==> config.mk <==
export PLATFORM = sky130hd
export DESIGN_NAME = nvsram_host
export DESIGN_NICKNAME = d
export VERILOG_FILES = /design/src/nvsram_host_pkg.sv /design/src/nvsram_host.sv /design/src/seq_addr_rom.sv
export SDC_FILE = /design/constraint.sdc
export NUM_CORES = 1
export LEC_CHECK = 0
export ABC_AREA = 1
export BUFFER_PORTS_ARGS = -buffer_cell sky130_fd_sc_hd__buf_2
export CAP_MARGIN = 20
export CORE_AREA = 2 2 170 155
export DETAILED_ROUTE_END_ITERATION = 10
export DIE_AREA = 0 0 172 157
export PLACE_DENSITY_LB_ADDON = 0.1
export SYNTH_ARGS = -nofsm -noshare
export SYNTH_HDL_FRONTEND = slang
export SYNTH_SLANG_ARGS = --single-unit
==> constraint.sdc <==
create_clock -name clock_in -period 3.7 [get_ports clock_in]
set_input_delay 0.925 -clock clock_in [delete_from_list [all_inputs] [get_ports clock_in]]
set_output_delay 0.925 -clock clock_in [all_outputs]
set_load 0.005 [all_outputs]
==> src/nvsram_host_pkg.sv <==
package nvsram_host_pkg;
	localparam int CLK_PERIOD_NS = 25;
	localparam int CYCLE_TIME_NS = 45;
	localparam int CYCLE_CLKS = (CYCLE_TIME_NS + CLK_PERIOD_NS - 1) / CLK_PERIOD_NS;
	localparam int STORE_REQUEST_PULSE_NS = 15;
	localparam int STORE_REQUEST_PULSE_CLKS =
		(STORE_REQUEST_PULSE_NS + CLK_PERIOD_NS - 1) / CLK_PERIOD_NS;
	localparam int COMMAND_PROCESSING_TIME_US = 100;
	localparam int COMMAND_PROCESSING_CLKS =
		COMMAND_PROCESSING_TIME_US * 1000 / CLK_PERIOD_NS;
	localparam int STORE_TIME_MS = 8;
	localparam int STORE_CLKS = STORE_TIME_MS * 1000000 / CLK_PERIOD_NS;
	localparam int SEQ_LEN = 6;
	localparam int ADDR_W = 15;
	localparam int DATA_W = 8;
	localparam int WAIT_W = 20;
	localparam logic [1:0] OP_READ = 2'h0;
	localparam logic [1:0] OP_WRITE = 2'h1;
	localparam logic [1:0] OP_SOFT_CMD = 2'h2;
	localparam logic [1:0] OP_PIN_STORE = 2'h3;
	typedef enum logic [2:0] {
		ST_IDLE, ST_ACCESS, ST_END, ST_PULSE, ST_WAIT_BUSY, ST_WAIT_TIME
	} host_state_t;
endpackage

==> src/nvsram_host.sv <==
`timescale 1ns/1ps
// Function
// device skips store when nothing written since last transfer
// device still accepts a write for a short grace after store start
// device ignores accesses during store, recall and low supply
// command reads end by chip-select or output-enable going high
// six command addresses read in order with write strobe high
// each command read cycle lasts at least the slow-grade cycle time
// data from the sixth command read is discarded
// device acts on a command within the processing time
// device locks out the bus until store or recall completes
// device restores outputs quickly when no write pending
// pin store request holds store-busy low at least 15 ns
// array stays inaccessible while store-busy is held low
// device leaves store-busy undriven if nothing to store
// pin combinations select standby, write, read, output disabled
// write grace interval is at most 25 ns
// device drives store-busy low while a store executes
// host waits on store-busy or the maximum time before accesses
module nvsram_host
	import nvsram_host_pkg::*;
#(
	parameter int PROC_CLKS  = COMMAND_PROCESSING_CLKS,
	parameter int STORE_WAIT = STORE_CLKS
) (
	input  wire logic              clock_in,
	input  wire logic              rst_b_in,
	input  wire logic              req_valid_in,
	input  wire logic [1:0]        req_op_in,
	input  wire logic [ADDR_W-1:0] req_addr_in,
	input  wire logic [DATA_W-1:0] req_wdata_in,
	input  wire logic              req_cmd_sel_in,
	input  wire logic              seq_wr_en_in,
	input  wire logic [3:0]        seq_wr_index_in,
	input  wire logic [ADDR_W-1:0] seq_wr_addr_in,
	output logic                   req_ready_out,
	output logic                   rsp_valid_out,
	output logic      [DATA_W-1:0] rsp_rdata_out,
	output logic                   busy_out,
	output logic      [ADDR_W-1:0] mem_addr_out,
	output logic                   mem_chip_sel_n_out,
	output logic                   mem_write_n_out,
	output logic                   mem_out_en_n_out,
	input  wire logic [DATA_W-1:0] mem_dq_in,
	output logic      [DATA_W-1:0] mem_dq_out,
	output logic                   mem_dq_oe_out,
	input  wire logic              store_busy_n_in,
	output logic                   store_busy_n_out,
	output logic                   store_busy_n_oe_out
);
	host_state_t       state_q;
	logic [1:0]        op_q;
	logic [2:0]        step_q;
	logic              sel_q;
	logic [WAIT_W-1:0] cnt_q;
	logic [ADDR_W-1:0] rom_data;
	logic [3:0]        rom_index;
	logic              busy_s1_q;
	logic              busy_s2_q;

	assign rom_index = seq_wr_en_in ? seq_wr_index_in : {sel_q, step_q};

	seq_addr_rom #(.DEPTH(16)) u_rom (
		.clock_in    (clock_in),
		.index_in    (rom_index),
		.wr_data_in  (seq_wr_addr_in),
		.wr_en_in    (seq_wr_en_in),
		.rd_data_out (rom_data)
	);

	// pin from the device's domain: two flops before any use
	always_ff @(posedge clock_in or negedge rst_b_in) begin
		if (!rst_b_in) begin
			busy_s1_q <= 1'h1;
			busy_s2_q <= 1'h1;
		end else begin
			busy_s1_q <= store_busy_n_in;
			busy_s2_q <= busy_s1_q;
		end
	end

	always_ff @(posedge clock_in or negedge rst_b_in) begin
		if (!rst_b_in) begin
			state_q <= ST_IDLE;
			op_q <= OP_READ;
			step_q <= 3'h0;
			sel_q <= 1'h0;
			cnt_q <= '0;
			req_ready_out <= 1'h0;
			rsp_valid_out <= 1'h0;
			rsp_rdata_out <= 8'h00;
			busy_out <= 1'h1;
			mem_addr_out <= '0;
			mem_chip_sel_n_out <= 1'h1;
			mem_write_n_out <= 1'h1;
			mem_out_en_n_out <= 1'h1;
			mem_dq_out <= 8'h00;
			mem_dq_oe_out <= 1'h0;
			store_busy_n_out <= 1'h1;
			store_busy_n_oe_out <= 1'h0;
		end else begin
			rsp_valid_out <= 1'h0;
			req_ready_out <= 1'h0;
			unique case (state_q)
			ST_IDLE: begin
				busy_out <= 1'h0;
				// no access while the device holds store-busy low
				if (req_valid_in && busy_s2_q) begin
					op_q <= req_op_in;
					sel_q <= req_cmd_sel_in;
					step_q <= 3'h0;
					busy_out <= 1'h1;
					req_ready_out <= 1'h1;
					cnt_q <= WAIT_W'(CYCLE_CLKS);
					unique case (req_op_in)
					OP_PIN_STORE: begin
						store_busy_n_out <= 1'h0;
						store_busy_n_oe_out <= 1'h1;
						cnt_q <= WAIT_W'(STORE_REQUEST_PULSE_CLKS);
						state_q <= ST_PULSE;
					end
					OP_WRITE: begin
						mem_addr_out <= req_addr_in;
						mem_dq_out <= req_wdata_in;
						mem_dq_oe_out <= 1'h1;
						mem_chip_sel_n_out <= 1'h0;
						mem_write_n_out <= 1'h0;
						state_q <= ST_ACCESS;
					end
					OP_READ: begin
						mem_addr_out <= req_addr_in;
						mem_chip_sel_n_out <= 1'h0;
						mem_out_en_n_out <= 1'h0;
						state_q <= ST_ACCESS;
					end
					default: begin
						// rom output registered; address set in ST_END
						state_q <= ST_END;
						cnt_q <= WAIT_W'(1);
					end
					endcase
				end
			end
			ST_ACCESS: begin
				if (cnt_q > WAIT_W'(1)) begin
					cnt_q <= cnt_q - WAIT_W'(1);
				end else begin
					if (op_q != OP_WRITE) begin

						if (!(op_q == OP_SOFT_CMD && step_q ==
							3'(SEQ_LEN - 1))) begin
							rsp_rdata_out <= mem_dq_in;
						end
					end
					mem_chip_sel_n_out <= 1'h1;
					mem_out_en_n_out <= 1'h1;
					mem_write_n_out <= 1'h1;
					mem_dq_oe_out <= 1'h0;
					cnt_q <= WAIT_W'(1);
					state_q <= ST_END;
				end
			end
			ST_END: begin
				if (op_q == OP_SOFT_CMD && step_q < 3'(SEQ_LEN) &&
					cnt_q != '0) begin
					// one idle clock lets the rom catch up on step_q
					cnt_q <= '0;
				end else if (op_q == OP_SOFT_CMD &&
					step_q < 3'(SEQ_LEN)) begin
					mem_addr_out <= rom_data;
					mem_write_n_out <= 1'h1;
					mem_chip_sel_n_out <= 1'h0;
					mem_out_en_n_out <= 1'h0;
					cnt_q <= WAIT_W'(CYCLE_CLKS);
					state_q <= ST_ACCESS;
				end else if (op_q == OP_SOFT_CMD &&
					step_q == 3'(SEQ_LEN)) begin
					step_q <= 3'(SEQ_LEN);
					cnt_q <= WAIT_W'(PROC_CLKS);
					state_q <= ST_WAIT_TIME;
				end else begin
					if (op_q != OP_WRITE) begin
						rsp_valid_out <= 1'h1;
					end
					state_q <= ST_IDLE;
				end
			end
			ST_PULSE: begin
				if (cnt_q > WAIT_W'(1)) begin
					cnt_q <= cnt_q - WAIT_W'(1);
				end else begin
					// release; device pulls high or keeps it low
					store_busy_n_oe_out <= 1'h0;
					store_busy_n_out <= 1'h1;
					cnt_q <= WAIT_W'(STORE_WAIT);
					state_q <= ST_WAIT_BUSY;
				end
			end
			ST_WAIT_BUSY: begin
				// settle allowance covers the synchroniser latency
				if (cnt_q == '0 || (busy_s2_q &&
					cnt_q < WAIT_W'(STORE_WAIT) - WAIT_W'(4))) begin
					state_q <= ST_IDLE;
				end else begin
					cnt_q <= cnt_q - WAIT_W'(1);
				end
			end
			ST_WAIT_TIME: begin
				if (cnt_q == '0) begin
					cnt_q <= WAIT_W'(STORE_WAIT);
					state_q <= ST_WAIT_BUSY;
				end else begin
					cnt_q <= cnt_q - WAIT_W'(1);
				end
			end
			default: state_q <= ST_IDLE;
			endcase
			if (state_q == ST_ACCESS && cnt_q <= WAIT_W'(1) &&
				op_q == OP_SOFT_CMD) begin
				step_q <= step_q + 3'h1;
			end
		end
	end
endmodule // nvsram_host

==> src/seq_addr_rom.sv <==
`timescale 1ns/1ps
module seq_addr_rom
	import nvsram_host_pkg::*;
#(
	parameter int DEPTH = 2 * SEQ_LEN
) (
	input  wire logic                      clock_in,
	input  wire logic [$clog2(DEPTH)-1:0]  index_in,
	input  wire logic [ADDR_W-1:0]         wr_data_in,
	input  wire logic                      wr_en_in,
	output logic      [ADDR_W-1:0]         rd_data_out
);
	logic [ADDR_W-1:0] mem_q [DEPTH];

	// sequence addresses are loaded by the user, none are built in
	always_ff @(posedge clock_in) begin
		if (wr_en_in) begin
			mem_q[index_in] <= wr_data_in;
		end
		rd_data_out <= mem_q[index_in];
	end
endmodule // seq_addr_rom
==> results of run 1 <==
placed cells by master (no fill, tap or decap), drive strengths merged, types with 2 or more instances in the layout:
| cell | synthesis | layout |
|---|---|---|
| nand2 | 517 | 517 |
| edfxtp | 240 | 240 |
| buf | 12 | 133 |
| nand3 | 92 | 92 |
| nand4 | 81 | 81 |
| inv | 69 | 70 |
| nor2 | 70 | 70 |
| dfrtp | 64 | 64 |
| clkbuf | 34 | 47 |
| o21ai | 42 | 42 |
| dfxtp | 15 | 15 |
| clkinv | 1 | 12 |
| xor2 | 11 | 11 |
| a21oi | 10 | 10 |
| ha | 7 | 7 |
| dfstp | 7 | 7 |
| xnor2 | 5 | 5 |
| nor3 | 4 | 4 |
| o211ai | 3 | 3 |
| nand3b | 3 | 3 |
| diode | 0 | 2 |
| bufinv | 0 | 2 |
| a21boi | 2 | 2 |
state kept, by name, indices dropped and copies added, names as in the netlist, 2 cells and up:
| name | count |
|---|---|
| cnt_q | 20 |
| rsp_rdata_out | 8 |
| step_q | 3 |
| state_q | 3 |
| mem_dq_out | 8 |
| u_rom.mem_q | 240 |
| op_q | 2 |
| mem_addr_out | 15 |
| u_rom.rd_data_out | 15 |
path summary, 6_finish.rpt:
check	slack (ns)	depth (start not counted)	start	endpoint
max	1.32	10	state_q[2]$_DFFE_PN0P_	mem_addr_out[5]$_DFFE_PN0P_
min in group asynchronous	0.51	1	rst_b_in	cnt_q[15]$_DFFE_PN0P_
max reg2reg	1.32	10	state_q[2]$_DFFE_PN0P_	mem_addr_out[5]$_DFFE_PN0P_
min	0.36	0	busy_s1_q$_DFF_PN1_	busy_s2_q$_DFF_PN1_
min reg2reg	0.36	0	busy_s1_q$_DFF_PN1_	busy_s2_q$_DFF_PN1_
max in group asynchronous	2.53	1	rst_b_in	op_q[0]$_DFFE_PN0P_
worst reg2reg max path, cell delays in order (launching register included):
cell and delay, ns:
dfrtp_1 0.47, inv_2 0.12, nand2_4 0.11, nor2_8 0.07
inv_2 0.38, nor2_2 0.17, a21boi_4 0.21, nand3_4 0.22
nor2_4 0.40, nand2_1 0.09, nand2_1 0.08
where the power goes:
part / leakage [nW] / switching, mW / internal (mW) / total (mW)
registers: 3.19 / 0.303 / 4.37 / 4.67
logic: 2.76 / 2.21 / 1.05 / 3.26
clock network: 0.537 / 1.41 / 1.93 / 3.35
total: 6.49 / 3.93 / 7.35 / 11.3
cell type report:
cell class / count / area (um2) / area share, %
diodes: 2 / 5.00 / 0.0315
clock buffers: 47 / 930 / 5.84
clock inverters: 15 / 180 / 1.13
inverters: 70 / 263 / 1.65
multi-input cells: 852 / 4020 / 25.3
flip-flops and latches: 326 / 9290 / 58.4
well taps: 342 / 428 / 2.69
repair buffers: 133 / 796 / 5.00
routing by layer:
| layer | GRT usage [%] | part of all wire [%] |
|---|---|---|
| met4 | 6.84 | 1.9 |
| met1 | 40.1 | 45 |
| met5 | 0 | 0 |
| met3 | 4.17 | 7.7 |
| met2 | 39.6 | 45 |
through the flow:
step	total power [mW]	util (%)
after floorplan	6.97	-
after global placement	7.96	59.1
after detailed placement	8.00	59.1
after CTS	11.3	63.5
after global routing	12.0	63.5
final	11.3	63.5
logic make-up (layout without fill, tap and decap cells):
kind of cell,count (synthesis),after routing,synth area share (%)
and+or+nand+nor,769,769,24.7
DFF,326,326,67.7
buffers and inverters,116,265,3.46
AOI/OAI and AO/OA,60,60,2.49
xor gates and xnor gates,16,16,1.02
adders and majority gates,7,7,0.638
other,0,2,0
==> flow_summary.toml, run 1 <==
[pwr]
ir_drop_uv = 393
power_density_nw_per_um2 = 709
p_leak_nw = 6.49

[global_routing]
grtUsageTotal_pct = 26.3
grt_max_degree = 72
overflow = 0
grt_pass1_wl_um = 52900
grt_pass1_vias = 9149
antenna_found_initial = 2

[placement]
portBuffers = 97
placed_area_um2 = 14800
placed_cells = 1723
preCtsSetupSlack_ns = 1.03
hpwl_um = 22500
place.gp.congestion = 0.911

[yosys]
synth.area.top_cells = "edfxtp_1 53%, nand2_1 14%, dfrtp_1 12%"
async_flop_share_pct = 21.8
seq_area_frac_synth_pct = 67.7
ys_types = 42
synth_flop_cell = "edfxtp_1"
yosysWarnings = 0
synth_area_per_cell_um2 = 10.6
synth_area_um2 = 13700
netlist_instances = 1294
synth_top_cell_by_area = "edfxtp_1"
ys_seq_elements = 326
synth_top_area_share_pct = 52.5
syn_nets = 1359
synth.most_common_cell = "nand2_1"
synthTopCellsByCount = "509 x nand2_1, 240 x edfxtp_1, 90 x nand3_1"
synth_edf_count = 240

[floorplanning]
die_y_um = 157
std_cell_rows = 55
initial_core_util_pct = 54.8
die_area_um2 = 27000
ios = 98
chipWidth_um = 172
coreArea_um2 = 25000

[critical_path]
start_kind = "flop"
critPathMaxStageDelay_ns = 0.47
cp.arrival_ns = 2.83
required_ns = 4.15
crit_chain = "inv_2 > nand2_4 > nor2_8 > inv_2 > nor2_2 > a21boi_4 > nand3_4 > nor2_4 > nand2_1 > nand2_1"
crit_path_max_fanout = 21
criticalPathCategory = "reg2reg"
crit_buf_inv = 2
path_delay_family = "simple AND/OR/NAND/NOR gates"
slowest_stage = "dfrtp_1"
crit_path_end_kind = "flop"

[timing]
slew_headroom_pct = 37.3
fmax_mhz = 420
setup_viol = 0
drv_slew = 0
tns_ns = 0
min_period_ns = 2.38
hold_violations = 0
fin_crit_sh_pct = 64.4
fin_skew_ns = 0.0218
fin_ws_ns = 1.32
fin_hold_ws_ns = 0.363
worst_pin_slew_ns = 0.941
rsz0062_at_grt = "no"

[clock_tree]
cts_buffers = 34
clock-sinks = 326
cts_hold_buf = 0
path_clk_slew_ns = 0.07
clockRootBuffer = "clkbuf_16"
cts_resized = 0
clk_latency_ns = 0.53
cts_buffer_depth = 3
htree_levels = 2
cts_tree = "yes"
cts_setup_buffers = 0

[finish]
filler_cell_count = 2051
drive_above_1_share_pct = 16.8
syn_to_final_growth_pct = 15.9
nNetsFinal = 1482
final_cells = 1787
final_cell_area_um2 = 15900

[route]
vias = 9785
vias_per_cell = 5.48
drcViolationCount = 0
drtPass1Iterations = 5
wl_per_cell_um = 19.4
wirelength_um = 34700
drtAntennaViolNets = 0
drt_iter0_drc = 1047

[flow_run]
maxCapViolations = 0

[status]
status = "completed"

[hold_path]
hold_class = "reg2reg"
Power figures use the tool's default switching activity.
==> run 2, diff against run 1 <==
==> constraint.sdc (replaced) <==
create_clock -name clock_in -period 2.2 [get_ports clock_in]
set_input_delay 0.55 -clock clock_in [delete_from_list [all_inputs] [get_ports clock_in]]
set_output_delay 0.55 -clock clock_in [all_outputs]
set_load 0.005 [all_outputs]
==> run 2 against run 1 <==
  * Final area increased by 3.3%
  * Sequential power up 67%
  * Largest power group unchanged
  * Worst hold slack got worse by 0.27 ns
  * Fmax grew 16%
  * Clock power grew 60%
  * Sequential share of layout area shrank 1.9 points
  * Global-route usage is 0.36 points higher
  * Register-to-register slack got worse by 1.2 ns
  * Utilization grew 2.1 points
  * Count of clock-buffer cells in the layout decreased by 4
  * First-iteration DRC count shrank 13%
  * Final cell count is 1.9% higher
  * Highest routed layer is now met5
==> flow_summary.toml, run 2 (synthesis results as in run 1) <==
[status]
status = "completed"

[clock_tree]
clock-sinks = 326
cts_buffer_depth = 3
clockRootBuffer = "clkbuf_16"
path_clk_slew_ns = 0.07
cts_tree = "yes"
clk_latency_ns = 0.56
cts_setup_buffers = 0
htree_levels = 1
cts_buffers = 31

[critical_path]
crit_path_max_fanout = 16
critPathMaxStageDelay_ns = 0.41
crit_chain = "inv_1 > ha_1 > nand2_2 > buf_4 > nor2_8 > nand3_4 > a21boi_4 > nand3_4 > buf_4 > o21ai_0 > nand2_1"
criticalPathCategory = "reg2reg"
cp.arrival_ns = 2.50
path_delay_family = "simple AND/OR/NAND/NOR gates"
required_ns = 2.64
start_kind = "flop"
crit_path_end_kind = "flop"
crit_buf_inv = 3
slowest_stage = "dfrtp_1"

[finish]
largest-register = "u_rom.mem_q"
final_cells = 1821
nNetsFinal = 1519
syn_to_final_growth_pct = 19.8
filler_cell_count = 2013
largest_reg_flops = 240
final_common_cell = "nand2_1"
utilization_pct = 65.6
drive_above_1_share_pct = 19.5
layout_common_cells = "508 x nand2_1, 240 x edfxtp_1, 96 x buf_2"
top_regs = "u_rom.mem_q x240, cnt_q x20"
diodes = 0

[route]
drcViolationCount = 0
drt_iter0_drc = 908
wirelength_um = 35200
wl_per_cell_um = 19.3
drtAntennaViolNets = 0
drtPass1Iterations = 5
vias = 9942
vias_per_cell = 5.46

[global_routing]
antenna_found_initial = 4
grt_pass1_vias = 9490
grt_pass1_wl_um = 54100
grtUsageTotal_pct = 26.6
grt_max_degree = 51
overflow = 0

[flow_run]
maxCapViolations = 0

[placement]
placed_cells = 1762
place.gp.congestion = 0.887
portBuffers = 97
hpwl_um = 22800

[timing]
hold_violations = 0
drv_slew = 0
setup_viol = 0
rsz0062_at_grt = "yes"
worst_pin_slew_ns = 0.621
min_period_ns = 2.06
fin_skew_ns = 0.00956
slew_headroom_pct = 58.6
fin_crit_sh_pct = 93.6
fmax_mhz = 486

[floorplanning]
die_y_um = 157
std_cell_rows = 55
chipWidth_um = 172
die_area_um2 = 27000
ios = 98
coreArea_um2 = 25000
initial_core_util_pct = 54.8

[hold_path]
hold_class = "in2reg"

[pwr]
power_density_nw_per_um2 = 1180
ir_drop_uv = 967
p_leak_nw = 6.72
[run 2: changes by cell type in the layout (fill, tap and decap cells not counted), moves of 2 or more]
cell and change:
nor2_2 -9, buf_4 +20, clkinvlp_4 +3, buf_12 +19, diode_2 -2, nor2_4 +10
clkbuf_4 +2, clkinv_1 -2, clkbuf_1 -4, o21ai_0 -7, o21ai_1 +7, clkinv_8 -2
[run 2: per-stage QoR]
step	power [mW]	TNS (ns)	worst slack (ns)	hold slack, ns	instance area [um2]
2_1_floorplan	11.8	-11.95	-0.122	0.254	13800
3_3_place_gp	14.0	0	0.104	0.347	15400
3_5_place_dp	14.1	0	0.0518	0.348	15400
4_1_cts	19.4	0	0.146	0.0753	16400
5_1_grt	20.5	-0.0351	-0.0165	0.0737	16400
6_report	19.4	0	0.141	0.0921	16400
[run 2: metal layers]
metal,track usage (%),wire length (um),vias up
met3,4.12,2600,69
met5,0,39,-
met1,40.0,15800,4772
met2,40.6,15900,375
li1,-,-,4720
met4,7.52,899,6
[run 2: where the power goes]
group          internal [mW]  switching (mW)
combinational           2.25            3.99
clock                   3.08            2.27
sequential              7.35           0.429
[run 2: cell type report]
cell class,count,area [um2],share of cell area (%)
multi-input cells,852,4080,24.8
clock buffers,43,891,5.42
flip-flops and latches,326,9290,56.5
repair buffers,173,1340,8.13
clock inverters,15,148,0.898
inverters,70,267,1.62
well taps,342,428,2.60
[run 2: timing repair]
item	4_1_cts	5_1_grt
setup endpoints to repair	0	12
gates resized for setup	0	7
hold buffers	1	0
hold endpoints to repair	30	0
[run 2: worst paths after layout]
kind                                      startpoint                          end  cells after the start  slack (ns)
worst max-delay path            cnt_q[0]$_DFFE_PN0P_  mem_addr_out[1]$_DFFE_PN0P_                     11        0.14
worst min register to register   busy_s1_q$_DFF_PN1_          busy_s2_q$_DFF_PN1_                      0        0.36
worst max register to register  cnt_q[0]$_DFFE_PN0P_  mem_addr_out[1]$_DFFE_PN0P_                     11        0.14
worst min-delay path                 store_busy_n_in          busy_s1_q$_DFF_PN1_                      1        0.09
min in group asynchronous                   rst_b_in        cnt_q[12]$_DFFE_PN0P_                      2        0.49
max in group asynchronous                   rst_b_in  mem_write_n_out$_DFFE_PN1P_                      3        1.07
